### src/hpc_pkg.sv
// constants and types shared by the haptic playback control design
package hpc_pkg;

  // ----------------------------------------
  // clock and timing
  // ----------------------------------------
  localparam int unsigned CLK_HZ        = 40_000_000;
  localparam int unsigned PWM_HZ_X2     = 375_000;      // 187.5 kHz, doubled
  localparam int unsigned PWM_CYC       = (2 * CLK_HZ) / PWM_HZ_X2;
  localparam int unsigned WAKE_IDLE_US  = 750;          // 0.75 ms
  localparam int unsigned WAKE_STBY_US  = 150;          // 0.15 ms
  localparam int unsigned STEP_US       = 1000;         // memory time unit
  localparam int unsigned WAKE_IDLE_CYC = (CLK_HZ / 1_000_000) * WAKE_IDLE_US;
  localparam int unsigned WAKE_STBY_CYC = (CLK_HZ / 1_000_000) * WAKE_STBY_US;
  localparam int unsigned STEP_CYC      = (CLK_HZ / 1_000_000) * STEP_US;
  localparam logic [9:0]  FREQ_MIN_HZ   = 10'd25;
  localparam logic [9:0]  FREQ_MAX_HZ   = 10'd1000;
  localparam logic [7:0]  PH_K          = 8'(64'h1_0000_0000 / CLK_HZ);

  // ----------------------------------------
  // sizes and reset values
  // ----------------------------------------
  localparam int unsigned WAVE_MEM_BYTES = 100;
  localparam int unsigned STREAM_DEPTH   = 2;
  localparam logic [4:0]  ADDR_BASE_RST  = 5'h0A;       // arbitrary value
  localparam logic [63:0] SINE_TAB       = 64'h328ED4FAFAD48E32;

  // ----------------------------------------
  // fault bit positions
  // ----------------------------------------
  localparam int unsigned F_IMP   = 0;
  localparam int unsigned F_BACKV = 1;
  localparam int unsigned F_RES   = 2;
  localparam int unsigned F_SHORT = 3;

  typedef enum logic [2:0] {
    MODE_OFF      = 3'h0,
    MODE_BUS      = 3'h1,
    MODE_PIN      = 3'h2,
    MODE_REG_MEM  = 3'h3,
    MODE_EDGE_MEM = 3'h4
  } hpc_mode_t;

  typedef enum logic [2:0] {
    ST_IDLE  = 3'h0,
    ST_WAKE  = 3'h1,
    ST_STBY  = 3'h2,
    ST_MEAS  = 3'h3,
    ST_DRIVE = 3'h4
  } hpc_state_t;

  typedef enum logic [1:0] {
    SHAPE_SINE   = 2'h0,
    SHAPE_SQUARE = 2'h1,
    SHAPE_CUSTOM = 2'h2
  } hpc_shape_t;

endpackage

### src/hpc_stream_if.sv
// stream carrier between the core and its word buffer
`timescale 1ns/100ps
interface hpc_stream_if #(
  parameter int unsigned W = 8
);
  logic         in_valid;
  logic         in_ready;
  logic [W-1:0] in_data;
  logic         out_valid;
  logic         out_ready;
  logic [W-1:0] out_data;

  modport buf_side (
    input  in_valid, in_data, out_ready,
    output in_ready, out_valid, out_data
  );
  modport core_side (
    output in_valid, in_data, out_ready,
    input  in_ready, out_valid, out_data
  );
endinterface

### src/hpc_buf.sv
// small valid/ready word buffer for streamed drive levels
`timescale 1ns/100ps
module hpc_buf #(
  parameter int unsigned W     = 8,
  parameter int unsigned DEPTH = 2
) (
  input wire logic          clk,
  input wire logic          rst_n,
  hpc_stream_if.buf_side    s
);
  localparam int unsigned AW = (DEPTH > 1) ? $clog2(DEPTH) : 1;

  logic [W-1:0]  mem_q [DEPTH];
  logic [AW-1:0] wr_q;
  logic [AW-1:0] rd_q;
  logic [AW:0]   cnt_q;
  logic [AW:0]   cnt_d;
  logic          ready_q;
  logic          push;
  logic          pop;

  assign push        = s.in_valid && ready_q;
  assign pop         = (cnt_q != '0) && s.out_ready;
  assign s.in_ready  = ready_q;
  assign s.out_valid = (cnt_q != '0);
  assign s.out_data  = mem_q[rd_q];

  always_comb begin
    cnt_d = cnt_q;
    if (push && !pop) begin
      cnt_d = cnt_q + 1'b1;
    end else if (pop && !push) begin
      cnt_d = cnt_q - 1'b1;
    end
  end

  // ----------------------------------------
  // occupancy and pointers
  // ----------------------------------------
  always_ff @(posedge clk or negedge rst_n) begin
    if (!rst_n) begin
      cnt_q   <= '0;
      ready_q <= 1'b0;
      wr_q    <= '0;
      rd_q    <= '0;
    end else begin
      cnt_q   <= cnt_d;
      ready_q <= (cnt_d != (AW+1)'(DEPTH));
      if (push) begin
        wr_q <= (wr_q == AW'(DEPTH - 1)) ? '0 : wr_q + 1'b1;
      end
      if (pop) begin
        rd_q <= (rd_q == AW'(DEPTH - 1)) ? '0 : rd_q + 1'b1;
      end
    end
  end

  always_ff @(posedge clk) begin
    if (push) begin
      mem_q[wr_q] <= s.in_data;
    end
  end

endmodule

### src/hpc_core.sv
// haptic playback control: wake, source select, memory playback, drive, faults
`timescale 1ns/100ps
module hpc_core #(
  parameter int unsigned WAKE_IDLE_CYC = hpc_pkg::WAKE_IDLE_CYC,
  parameter int unsigned WAKE_STBY_CYC = hpc_pkg::WAKE_STBY_CYC,
  parameter int unsigned STEP_CYC      = hpc_pkg::STEP_CYC,
  parameter int unsigned MEM_BYTES     = hpc_pkg::WAVE_MEM_BYTES,
  parameter logic [4:0]  ADDR_BASE     = hpc_pkg::ADDR_BASE_RST
) (
  input  wire logic        clk,
  input  wire logic        arst_n,
  input  wire logic        trigger_input_pin,
  input  wire logic        bus_activity,
  input  wire logic [1:0]  edge_sel,
  input  wire logic        parity_en,
  input  wire logic [2:0]  op_mode,
  input  wire logic        standby_en,
  input  wire logic        embedded_en,
  input  wire logic        sequence_launch,
  input  wire logic [6:0]  seq_a_start,
  input  wire logic [6:0]  seq_b_start,
  input  wire logic        stream_valid,
  input  wire logic [7:0]  streamed_drive_level,
  output logic             stream_ready,
  input  wire logic        mem_wr,
  input  wire logic [6:0]  mem_waddr,
  input  wire logic [7:0]  mem_wdata,
  input  wire logic [9:0]  drive_freq_hz,
  input  wire logic [1:0]  wave_shape,
  input  wire logic [63:0] custom_shape,
  input  wire logic        open_loop,
  input  wire logic [3:0]  loop_feat_en,
  input  wire logic [9:0]  res_freq_hz,
  input  wire logic [7:0]  imp_meas,
  input  wire logic [7:0]  supply_meas,
  input  wire logic [3:0]  fault_in,
  input  wire logic        fault_clear,
  input  wire logic [1:0]  addr_strap,
  output logic             drive_out_pos,
  output logic             drive_out_neg,
  output logic             drive_oe,
  output logic             fault_alert_line_n,
  output logic [3:0]       fault_flags,
  output logic [7:0]       impedance,
  output logic [7:0]       supply_level,
  output logic [6:0]       slave_addr,
  output logic [3:0]       loop_feat_act,
  output logic [2:0]       play_state
);

  // ----------------------------------------
  // reset release and pin synchronisers
  // ----------------------------------------
  logic rst_s1_q;
  logic rst_n;

  always_ff @(posedge clk or negedge arst_n) begin
    if (!arst_n) begin
      rst_s1_q <= 1'b0;
      rst_n    <= 1'b0;
    end else begin
      rst_s1_q <= 1'b1;
      rst_n    <= rst_s1_q;
    end
  end

  logic [7:0] pin_raw;
  logic [7:0] s1_q;
  logic [7:0] s2_q;
  logic [7:0] s3_q;
  logic [7:0] pin_q;

  assign pin_raw = {trigger_input_pin, bus_activity, fault_in, addr_strap};

  always_ff @(posedge clk or negedge rst_n) begin
    if (!rst_n) begin
      s1_q  <= 8'h00;
      s2_q  <= 8'h00;
      s3_q  <= 8'h00;
      pin_q <= 8'h00;
    end else begin
      s1_q  <= pin_raw;
      s2_q  <= s1_q;
      s3_q  <= s2_q;
      pin_q <= (s2_q & s3_q) | (pin_q & (s2_q | s3_q));
    end
  end

  // ----------------------------------------
  // trigger edges and event parity
  // ----------------------------------------
  hpc_pkg::hpc_mode_t  mode;
  hpc_pkg::hpc_state_t st_q;
  logic trig_d_q;
  logic bus_d_q;
  logic parity_q;
  logic edge_evt;
  logic bus_wake;

  assign mode     = hpc_pkg::hpc_mode_t'(op_mode);
  assign edge_evt = (mode == hpc_pkg::MODE_EDGE_MEM)
                  && ((pin_q[7] && !trig_d_q && edge_sel[0])
                  ||  (!pin_q[7] && trig_d_q && edge_sel[1]));
  assign bus_wake = pin_q[6] && !bus_d_q;

  always_ff @(posedge clk or negedge rst_n) begin
    if (!rst_n) begin
      trig_d_q <= 1'b0;
      bus_d_q  <= 1'b0;
      parity_q <= 1'b0;
    end else begin
      trig_d_q <= pin_q[7];
      bus_d_q  <= pin_q[6];
      if (edge_evt) begin
        parity_q <= !parity_q;
      end
    end
  end

  // ----------------------------------------
  // faults
  // ----------------------------------------
  logic [3:0] fault_act;
  logic [3:0] flags_q;
  logic [3:0] flags_d;
  logic       fault_now;
  logic       allow;

  assign fault_act = pin_q[5:2] & {1'b1, !open_loop, !open_loop, 1'b1};
  assign fault_now = |fault_act;
  assign allow     = embedded_en || (flags_q == 4'h0);

  always_comb begin
    flags_d = flags_q;
    if (fault_clear || (embedded_en && st_q == hpc_pkg::ST_MEAS)) begin
      flags_d = 4'h0;
    end
    flags_d = flags_d | fault_act;
  end

  always_ff @(posedge clk or negedge rst_n) begin
    if (!rst_n) begin
      flags_q            <= 4'h0;
      fault_alert_line_n <= 1'b1;
      drive_oe           <= 1'b1;
    end else begin
      flags_q            <= flags_d;
      fault_alert_line_n <= !(|flags_d);
      drive_oe           <= !flags_d[hpc_pkg::F_SHORT];
    end
  end

  // ----------------------------------------
  // playback requests
  // ----------------------------------------
  logic strm_mode;
  logic mem_mode;
  logic launch;
  logic pend_q;
  logic pend_b_q;
  logic go;

  assign strm_mode = (mode == hpc_pkg::MODE_BUS) || (mode == hpc_pkg::MODE_PIN);
  assign mem_mode  = (mode == hpc_pkg::MODE_REG_MEM) || (mode == hpc_pkg::MODE_EDGE_MEM);
  assign launch    = (sequence_launch && mem_mode) || edge_evt;
  assign go        = allow && (pend_q || strm_mode);

  always_ff @(posedge clk or negedge rst_n) begin
    if (!rst_n) begin
      pend_q   <= 1'b0;
      pend_b_q <= 1'b0;
    end else begin
      if (launch && allow) begin
        pend_q   <= 1'b1;
        pend_b_q <= edge_evt && parity_en && parity_q;
      end else if (st_q == hpc_pkg::ST_MEAS) begin
        pend_q <= 1'b0;
      end
    end
  end

  // ----------------------------------------
  // system state machine
  // ----------------------------------------
  logic [15:0] wait_q;
  logic        run_mem_q;
  logic [2:0]  run_mode_q;
  logic        mem_done;
  logic        end_play;

  assign end_play   = run_mem_q ? mem_done : (op_mode != run_mode_q);
  assign play_state = st_q;

  always_ff @(posedge clk or negedge rst_n) begin
    if (!rst_n) begin
      st_q       <= hpc_pkg::ST_IDLE;
      wait_q     <= 16'h0000;
      run_mem_q  <= 1'b0;
      run_mode_q <= 3'h0;
    end else begin
      case (st_q)
        hpc_pkg::ST_IDLE: begin
          if (go || bus_wake) begin
            wait_q <= 16'(WAKE_IDLE_CYC - 1);
            st_q   <= hpc_pkg::ST_WAKE;
          end
        end
        hpc_pkg::ST_STBY: begin
          if (go) begin
            wait_q <= 16'(WAKE_STBY_CYC - 1);
            st_q   <= hpc_pkg::ST_WAKE;
          end
        end
        hpc_pkg::ST_WAKE: begin
          if (wait_q != 16'h0000) begin
            wait_q <= wait_q - 16'h0001;
          end else if (go) begin
            st_q <= hpc_pkg::ST_MEAS;
          end else begin
            st_q <= standby_en ? hpc_pkg::ST_STBY : hpc_pkg::ST_IDLE;
          end
        end
        hpc_pkg::ST_MEAS: begin
          run_mem_q  <= pend_q && mem_mode;
          run_mode_q <= op_mode;
          st_q       <= fault_now ? hpc_pkg::ST_IDLE : hpc_pkg::ST_DRIVE;
        end
        hpc_pkg::ST_DRIVE: begin
          if (fault_now) begin
            st_q <= hpc_pkg::ST_IDLE;
          end else if (end_play) begin
            st_q <= standby_en ? hpc_pkg::ST_STBY : hpc_pkg::ST_IDLE;
          end
        end
        default: begin
          st_q <= hpc_pkg::ST_IDLE;
        end
      endcase
    end
  end

  // ----------------------------------------
  // sequence start: impedance, shape; every cycle: supply, address, loop features
  // ----------------------------------------
  hpc_pkg::hpc_shape_t shape_q;

  always_ff @(posedge clk or negedge rst_n) begin
    if (!rst_n) begin
      impedance     <= 8'h00;
      shape_q       <= hpc_pkg::SHAPE_SINE;
      supply_level  <= 8'h00;
      slave_addr    <= 7'h00;
      loop_feat_act <= 4'h0;
    end else begin
      if (st_q == hpc_pkg::ST_MEAS) begin
        impedance <= imp_meas;
        shape_q   <= hpc_pkg::hpc_shape_t'(wave_shape);
      end
      supply_level  <= supply_meas;
      slave_addr    <= {ADDR_BASE, pin_q[1:0]};
      loop_feat_act <= open_loop ? 4'h0 : loop_feat_en;
    end
  end

  // ----------------------------------------
  // waveform memory and its playback
  // ----------------------------------------
  logic [7:0]  wmem_q [MEM_BYTES];
  logic [6:0]  ptr_q;
  logic [15:0] step_q;
  logic [3:0]  dur_q;
  logic [7:0]  amp_q;
  logic [9:0]  mfreq_q;
  logic [7:0]  cur;
  logic        in_range;

  assign in_range = (32'(ptr_q) < MEM_BYTES);
  assign cur      = in_range ? wmem_q[ptr_q] : 8'h00;
  assign mem_done = (step_q == 16'h0000) && (dur_q == 4'h0) && (cur == 8'h00);

  always_ff @(posedge clk) begin
    if (mem_wr && (32'(mem_waddr) < MEM_BYTES)) begin
      wmem_q[mem_waddr] <= mem_wdata;
    end
  end

  always_ff @(posedge clk or negedge rst_n) begin
    if (!rst_n) begin
      ptr_q   <= 7'h00;
      step_q  <= 16'h0000;
      dur_q   <= 4'h0;
      amp_q   <= 8'h00;
      mfreq_q <= 10'h000;
    end else if (st_q == hpc_pkg::ST_MEAS) begin
      ptr_q   <= pend_b_q ? seq_b_start : seq_a_start;
      step_q  <= 16'h0000;
      dur_q   <= 4'h0;
      amp_q   <= 8'h00;
      mfreq_q <= 10'h000;
    end else if (st_q == hpc_pkg::ST_DRIVE && run_mem_q) begin
      if (step_q != 16'h0000) begin
        step_q <= step_q - 16'h0001;
      end else if (dur_q != 4'h0) begin
        dur_q  <= dur_q - 4'h1;
        step_q <= 16'(STEP_CYC - 1);
      end else if (!mem_done) begin
        ptr_q <= ptr_q + 7'h01;
        if (cur[7]) begin
          mfreq_q <= {cur[6:0], 3'h0};
        end else begin
          amp_q <= {cur[6:4], cur[6:4], cur[6:5]};
          dur_q <= cur[3:0];
        end
      end
    end
  end

  // ----------------------------------------
  // envelope sources
  // ----------------------------------------
  hpc_stream_if #(.W(8)) strm ();

  hpc_buf #(
    .W     (8),
    .DEPTH (hpc_pkg::STREAM_DEPTH)
  ) u_buf (
    .clk   (clk),
    .rst_n (rst_n),
    .s     (strm)
  );

  logic [15:0] filt_q;
  logic [7:0]  strm_q;
  logic [7:0]  pwm_q;
  logic        pwm_wrap;

  assign pwm_wrap       = (pwm_q == 8'(hpc_pkg::PWM_CYC - 1));
  assign strm.in_valid  = stream_valid;
  assign strm.in_data   = streamed_drive_level;
  assign strm.out_ready = (mode == hpc_pkg::MODE_BUS) && pwm_wrap;
  assign stream_ready   = strm.in_ready;

  always_ff @(posedge clk or negedge rst_n) begin
    if (!rst_n) begin
      filt_q <= 16'h0000;
      strm_q <= 8'h00;
    end else begin
      if (pin_q[7]) begin
        filt_q <= filt_q + ((~filt_q) >> 6);
      end else begin
        filt_q <= filt_q - (filt_q >> 6);
      end
      if (strm.out_ready && strm.out_valid) begin
        strm_q <= strm.out_data;
      end
    end
  end

  // ----------------------------------------
  // drive frequency and phase
  // ----------------------------------------
  logic [9:0]  f_sel;
  logic [9:0]  f_drv;
  logic [31:0] ph_q;

  always_comb begin
    if (!open_loop && loop_feat_en[0]) begin
      f_sel = res_freq_hz;
    end else if (run_mem_q && mfreq_q != 10'h000) begin
      f_sel = mfreq_q;
    end else begin
      f_sel = drive_freq_hz;
    end
    f_drv = f_sel;
    if (f_sel < hpc_pkg::FREQ_MIN_HZ) begin
      f_drv = hpc_pkg::FREQ_MIN_HZ;
    end else if (f_sel > hpc_pkg::FREQ_MAX_HZ) begin
      f_drv = hpc_pkg::FREQ_MAX_HZ;
    end
  end

  always_ff @(posedge clk or negedge rst_n) begin
    if (!rst_n) begin
      ph_q <= 32'h0000_0000;
    end else if (st_q == hpc_pkg::ST_DRIVE) begin
      ph_q <= ph_q + 32'(f_drv * hpc_pkg::PH_K);
    end else begin
      ph_q <= 32'h0000_0000;
    end
  end

  // ----------------------------------------
  // shaping, supply limit and bridge switching
  // ----------------------------------------
  logic [7:0]  src;
  logic [7:0]  lvl;
  logic [7:0]  shp;
  logic [15:0] prod;
  logic [7:0]  mag;
  logic [15:0] duty_p;
  logic [7:0]  duty_q;
  logic        pol_q;

  always_comb begin
    case (run_mode_q)
      3'h1:    src = strm_q;
      3'h2:    src = filt_q[15:8];
      default: src = amp_q;
    endcase
    lvl = (src > supply_meas) ? supply_meas : src;
    if (shape_q == hpc_pkg::SHAPE_CUSTOM) begin
      shp = custom_shape[ph_q[30:28]*8 +: 8];
    end else begin
      shp = hpc_pkg::SINE_TAB[ph_q[30:28]*8 +: 8];
    end
    prod   = lvl * shp;
    mag    = (shape_q == hpc_pkg::SHAPE_SQUARE) ? lvl : prod[15:8];
    duty_p = mag * 8'(hpc_pkg::PWM_CYC);
  end

  always_ff @(posedge clk or negedge rst_n) begin
    if (!rst_n) begin
      pwm_q         <= 8'h00;
      duty_q        <= 8'h00;
      pol_q         <= 1'b0;
      drive_out_pos <= 1'b0;
      drive_out_neg <= 1'b0;
    end else begin
      pwm_q <= pwm_wrap ? 8'h00 : pwm_q + 8'h01;
      if (pwm_wrap) begin
        duty_q <= duty_p[15:8];
        pol_q  <= ph_q[31];
      end
      if (st_q == hpc_pkg::ST_DRIVE && !fault_now) begin
        drive_out_pos <= !pol_q && (pwm_q < duty_q);
        drive_out_neg <= pol_q && (pwm_q < duty_q);
      end else begin
        drive_out_pos <= 1'b0;
        drive_out_neg <= 1'b0;
      end
    end
  end

  assign fault_flags = flags_q;

endmodule

### config.mk
export PLATFORM = sky130hd
export DESIGN_NAME = hpc_core
export DESIGN_NICKNAME = d
export VERILOG_FILES = /design/src/hpc_pkg.sv /design/src/hpc_stream_if.sv /design/src/hpc_buf.sv /design/src/hpc_core.sv
export SDC_FILE = /design/constraint.sdc
export NUM_CORES = 2
export LEC_CHECK = 0
export ABC_AREA = 1
export BUFFER_PORTS_ARGS = -buffer_cell sky130_fd_sc_hd__buf_2
export CAP_MARGIN = 20
export CORE_ASPECT_RATIO = 1.75
export CORE_MARGIN = 3
export CORE_UTILIZATION = 40
export CTS_CLUSTER_SIZE = 14
export DETAILED_ROUTE_END_ITERATION = 16
export PLACE_DENSITY = 0.68
export SLEW_MARGIN = 15
export SYNTH_ARGS = -nofsm -noshare
export SYNTH_HDL_FRONTEND = slang
export SYNTH_HIERARCHICAL = 1
export SYNTH_SLANG_ARGS = --single-unit
### constraint.sdc
create_clock -name clk -period 6.4 [get_ports clk]
set_input_delay 0.32 -clock clk [delete_from_list [all_inputs] [get_ports clk]]
set_output_delay 0.32 -clock clk [all_outputs]
set_load 0.1 [all_outputs]
## After elaboration in Yosys (flattened, before gate mapping)

Memories as Yosys holds them, arrays and structs flattened. A register that Yosys moved wholly into a read port is not among the register bits.
Cells that the tools add are included.

- Reduce and logical (&&, ||, !) cells: 71
- Eq/ne operators: 26
- Magnitude comparators: 6
- Multipliers: 3
- Bitwise operators: 7
- Shift operators: 2
- Add/subtract/negate cells: 12
- Multiplexer cells: 68

Operators by type and width:

| operator | number |
|---|---|
| 16-bit 2-to-1 mux | 8 |
| 10-bit 2-to-1 mux | 10 |
| 8-bit 2-to-1 mux | 11 |
| 64-bit by 7-bit variable part select with 8-bit output | 1 |
| 64-bit by 7-bit variable part select with 8-bit output (first input constant) | 1 |
| 16-bit one-hot mux with 3 select lines | 1 |
| 7-bit 2-to-1 mux | 6 |
| 32-bit by 17-bit adder with 32-bit output | 1 |
| 32-bit 2-to-1 mux | 1 |
| 4-bit 2-to-1 mux | 8 |
| 16-bit nonzero test | 2 |
| 16-bit by 1-bit subtractor with 16-bit output (second input constant) | 2 |
| 1-bit logical AND | 27 |
| 3-bit 2-to-1 mux | 6 |
| 10-bit by 7-bit multiplier with 17-bit output (second input constant) | 1 |
| 16-bit by 10-bit adder with 16-bit output | 1 |
| 8-bit bitwise AND | 2 |
| 16-bit zero test | 1 |
| 8-bit by 8-bit multiplier with 16-bit output | 1 |
| 8-bit by 8-bit multiplier with 16-bit output (second input constant) | 1 |
| 16-bit NOT | 1 |
| 8-bit bitwise OR | 2 |
| 8-bit one-hot mux with 2 select lines | 1 |
| 4-bit AND reduction | 4 |
| other kinds (40) | 95 |

- RAM bits: 816
- Register bits: 210
- Word-level logic and storage cells: 236
- Input port bits: 166
- Output and inout bits: 39
- Memories kept: 2

Memories:

| memory | words | bits a word | rd ports | clocked after Yosys merged registers in | wr ports | line | text |
|---|---|---|---|---|---|---|---|
| wmem_q | 100 | 8 | 1 | 0 | 1 | hpc_core.sv:268 | `logic [7:0] wmem_q [MEM_BYTES];` |
| u_buf.mem_q | 2 | 8 | 1 | 1 | 1 | hpc_buf.sv:13 | `logic [W-1:0] mem_q [DEPTH];` |

## Depth between registers and ports, before layout

- Word-level depth: 10
- Mapped depth: 61
- Gate-level depth less buffers: 59

## Hierarchy

The synthesis kept the hierarchy.

By module, submodules not included:

| module | times used | area an instance (um2) | cells each |
|---|---|---|---|
| hpc_core | 1 | 49652.6 | 5006 |
| hpc_buf | 1 | 852.1 | 73 |

## Worst setup path after synthesis

OpenSTA, ideal clock, no wires.

- Path type: register to register
- Start: register run_mode_q[2]
- End: register duty_q[4]
- Cell stages (with the launch flop): 59
- Path buffers: 2
- Path slack: -3.085 ns
- Arrival: 9.352 ns
- Cell sequence: dfrtp_1 > nor2_1 > nand2_1 > nand2_1 > clkbuf_1 > o211ai_1 > o21ai_0 > inv_1 > ha_1 > nand2_1 > inv_1 > o21ai_0 > nand2_1 > nand2_1 > o211ai_1 > nand2_1 > buf_1 > nand2_1 > [23 not listed] > fa_1 > inv_1 > fa_1 > inv_1 > fa_1 > inv_1 > ha_1 > nand2_1 > nand2_1 > nand2_1 > nand2_1 > nand2_1 > nand2_1 > nand2_1 > nand2_1 > or2_2 > nand3_1 > o21ai_0

- Cells in the longest elaborated chain, start to end: 7

RTL lines:

| what | line | text |
|---|---|---|
| start, declared | hpc_core.sv:187 | `logic [2:0] run_mode_q;` |
| start signal, assigned | hpc_core.sv:225 | `run_mode_q <= op_mode;` |
| 3-bit by 2-bit equality test with 1-bit output / 3-bit by 1-bit equality test with 1-bit output (equally long branches) | hpc_core.sv:405 | `case (run_mode_q)` |
| 8-bit one-hot mux with 2 select lines * | hpc_core.sv:405 |  |
| 8-bit > comparator | hpc_core.sv:410 | `lvl = (src > supply_meas) ? supply_meas : src;` |
| 8-bit 2-to-1 mux * | hpc_core.sv:410 |  |
| 8-bit by 8-bit multiplier with 16-bit output | hpc_core.sv:416 | `prod = lvl * shp;` |
| 8-bit 2-to-1 mux * | hpc_core.sv:417 | `mag = (shape_q == hpc_pkg::SHAPE_SQUARE) ? lvl : prod[15:8];` |
| 8-bit by 8-bit multiplier with 16-bit output * | hpc_core.sv:418 | `duty_p = mag * 8'(hpc_pkg::PWM_CYC);` |
| end signal, assigned | hpc_core.sv:431 | `duty_q <= duty_p[15:8];` |
| end, declared | hpc_core.sv:401 | `logic [7:0] duty_q;` |

Mark *: on every way between the ends. The rest lies on a longest branch, timed or not.
A chain may end at the register's enable or synchronous reset.

## Worst setup path after layout

- Start: register run_mode_q[2]
- End: register duty_q[7]

The elaborated chain is that of the path after synthesis.

==> flow_summary.ini <==
[run_status]
status = finished with violations
violations = negative setup slack

[drt]
first_pass_iters = 5
avgViaCountPerCell = 5.19
ant_nets = 0
drt_iter0_drc = 3256
drc = 0
vias = 37500
wl_per_cell_um = 19.4
detail_route.wirelength_um = 140000

[worst_setup_path]
cp_slowest_cell = fa_1
endpoint_kind = flip-flop
critPathKind = flip-flop to flip-flop
critPathArrivalTime_ps = 9670
crit_top_cell = nand2_4
path_buf_inv = 10
max_stage_delay_ps = 510
rr_worst_depth = 53
crit_cells = 53
r2r-end = duty_q[7]
critical_path.startpoint_type = flip-flop
worstReg2RegStart = run_mode_q[2]
critPathTopFamily = adder cells
rrSetupSlack_ps = -2680
critPathRequiredTime_ps = 6990
crit_path_max_fanout = 6

[sta]
fin_crit_ps = 9080
finalHoldViolCount = 0
setup_viol = 8
clock_skew_ps = 33.1
worst_pin_slew_ps = 1150
max_clock_freq_mhz = 110
relSlewSlack_pct = 22.5
setup_slack_ps = -2680
post-route-period-util_pct = 142
rsz0062_at_grt = yes
drv_slew = 0

[final_layout]
drive_above_1_share_pct = 14.2
final_util_pct = 47.2
area_delta_synth_final_pct = 16.6
nets = 5927
multi_input_area_mm2 = 0.0182
regArea_mm2 = 0.0298
nFillCells = 11100

[floorplan]
coreArea_mm2 = 0.125
io_pins = 205
rows = 171
die-height_um = 476
die_area_mm2 = 0.131
initial_utilization_pct = 40.5
die_w_um = 275

[logic_synthesis]
async_reset_ff_share_pct = 20.5
ys.flop_type = edfxtp_1
synth-edff-count = 816
synthTopCellsByArea = edfxtp_1, dfrtp_1, nand2_1, nor2_1, ha_1
netlist_instances = 5079
synth.largest_area_cell = edfxtp_1
synth_seq_cells = 1026
synth_warnings = 6
syn_avg_cell_area_um2 = 9.94
yosysMostFrequentCell = nand2_1
synth_commonest_cells = nand2_1, edfxtp_1, nor2_1
yosysSeqAreaShare_pct = 58.9
synth_top_area_share_pct = 48.5
netlist_area_mm2 = 0.0505
synthDistinctLibCells = 68

[clock_tree]
h-tree-depth = 3
clock_path_buffers = 3
cts_root_buf = clkbuf_16
clock-sinks = 1026
cts_buffers = 94
clk_pin_slew_ps = 60
clock_latency_ps = 700
cts_tree = yes

[worst_hold_path]
hp-class = primary input to flip-flop
min-delay-start = op_mode[2]
hold-path-endpoint = run_mode_q[2]
min_delay_path_depth = 3

[global_route]
grt_pass1_wl_um = 212000
globalRouteOverflowTotal = 0
grt.total_usage_pct = 21.1
grt_pass1_vias = 38200
grt_max_degree = 180
antenna_found_initial = 7

[power]
switchingPower_mw = 3.91
p_per_area_mw_per_mm2 = 259
p_clk_share_pct = 37.1
sw_frac_of_total_pct = 25.6
power_mw = 15.3
p_leak_nw = 24.9
comb_power_share_pct = 14.3
intPower_mw = 11.4
power_frac_seq_pct = 48.6
ir_drop_v = 0.000219

[placement]
hpwl_um = 93300
place_congestion = 0.919
portBuffers = 201

[job]
maxCapViolCount = 0
-- sequential cells by signal, indices dropped and copies added, names as in the netlist, 3 cells and up --
signal,cells
ptr_q,7
wait_q,16
amp_q,3
slave_addr,3
s1_q,8
play_state,3
supply_level,8
wmem_q,800
fault_flags,4
loop_feat_act,4
filt_q,16
pin_q,8
dur_q,4
impedance,8
mfreq_q,7
pwm_q,8
duty_q,8
ph_q,32
s2_q,8
strm_q,8
s3_q,8
u_buf/mem_q,16
step_q,16
run_mode_q,3
-- layout by cell type, fill, tap and decap left out, types with 7 or more instances in the layout --
master / n
nor3_1: 28
ha_1: 161
ha_4: 10
nand3_1: 257
inv_2: 21
nand4_1: 32
dfrtp_1: 204
bufinv_16: 9
nor2_1: 788
o21ai_0: 282
clkbuf_16: 95
o31ai_1: 12
or2_2: 9
nand2_2: 23
buf_6: 9
o21ai_1: 91
o211ai_1: 55
a21oi_1: 117
clkinv_1: 16
buf_4: 274
a21oi_2: 11
buf_12: 7
inv_1: 499
nor2_2: 13
maj3_1: 8
o22ai_1: 28
dlygate4sd3_1: 55
nand3_2: 7
a31oi_1: 13
buf_2: 193
clkbuf_1: 25
edfxtp_1: 816
mux2_2: 8
xnor2_1: 13
o21ai_2: 14
nand2_4: 13
fa_1: 81
nand2_1: 1094
xor2_1: 47
-- metrics by stage --
stage / hold slack, ps / setup TNS [ps] / instance area [µm²] / setup slack (ps) / instances
after detailed placement: 107 / -22460 / 54600 / -3100 / 6969
after global routing: 77.1 / -24240 / 58900 / -3110 / 7223
after CTS: 18.9 / -20160 / 58500 / -2650 / 7207
after floorplan: 24.4 / -16700 / 50700 / -2380 / 5082
final: 72.6 / -20280 / 58900 / -2680 / 7225
after global placement: 106 / -21770 / 54600 / -3020 / 6968
-- what timing repair did --
| item | 4_1_cts | 5_1_grt |
|---|---|---|
| pin swaps | 33 | 39 |
| setup endpoints to repair | 12 | 25 |
| gates resized for setup | 54 | 80 |
| endpoints found under the hold margin | 110 | 0 |
| setup buffers | 15 | 14 |
| hold buffers | 55 | 0 |
| gates cloned | 1 | 0 |
-- logic make-up after synthesis --
logic type | count (synthesis) | synth area share (%)
simple gates | 2303 | 18.3
flops | 1026 | 58.9
buf+inv | 737 | 6.30
compound gates | 676 | 7.44
fa+ha+maj | 263 | 7.68
xor+xnor | 61 | 1.06
mux | 11 | 0.238
other cells | 2 | 0.0149
-- power by group through the flow --
stage               registers [mW]  logic (mW)  clock network (mW)
finish                        7.43        2.18                5.67
global placement              7.56        2.00                   0
detailed placement            7.57        2.04                   0
global route                  7.44        2.44                6.01
CTS                           7.43        2.09                5.76
floorplan                     7.66        1.27                   0
-- worst max-delay path by stage --
stage                        from         to
global route        run_mode_q[2]  duty_q[7]
floorplan           run_mode_q[1]  duty_q[4]
CTS                 run_mode_q[2]  duty_q[4]
global placement    run_mode_q[1]  duty_q[4]
finish              run_mode_q[2]  duty_q[7]
detailed placement  run_mode_q[1]  duty_q[4]
-- cell type report --
class / instances / share of cell area (%)
Timing Repair Buffer: 539 / 6.52
Multi-Input combinational cell: 3319 / 30.9
Sequential cell: 1026 / 50.5
Antenna cell: 5 / 0.0212
Clock inverter: 40 / 0.786
Tap cell: 1643 / 3.49
Inverter: 526 / 3.39
Clock buffer: 127 / 4.33
-- metal layers --
layer / track usage [%] / vias up / share of wire, %
li1: - / 17700 / -
met1: 22.0 / 17900 / 35
met2: 38.8 / 1367 / 52
met3: 3.36 / 418 / 6.2
met4: 14.0 / 4 / 7.1
met5: 0 / - / 0.017
-- worst register-to-register path, delay by kind of cell (launching register included) --
kind	cells	cell delay, ps
DFF	1	420
and+or+nand+nor	21	2110
adders and majority gates	11	4110
AOI/OAI and AO/OA	11	1490
buffers and inverters	10	850
Note: power is estimated with default switching activity, not from simulation.
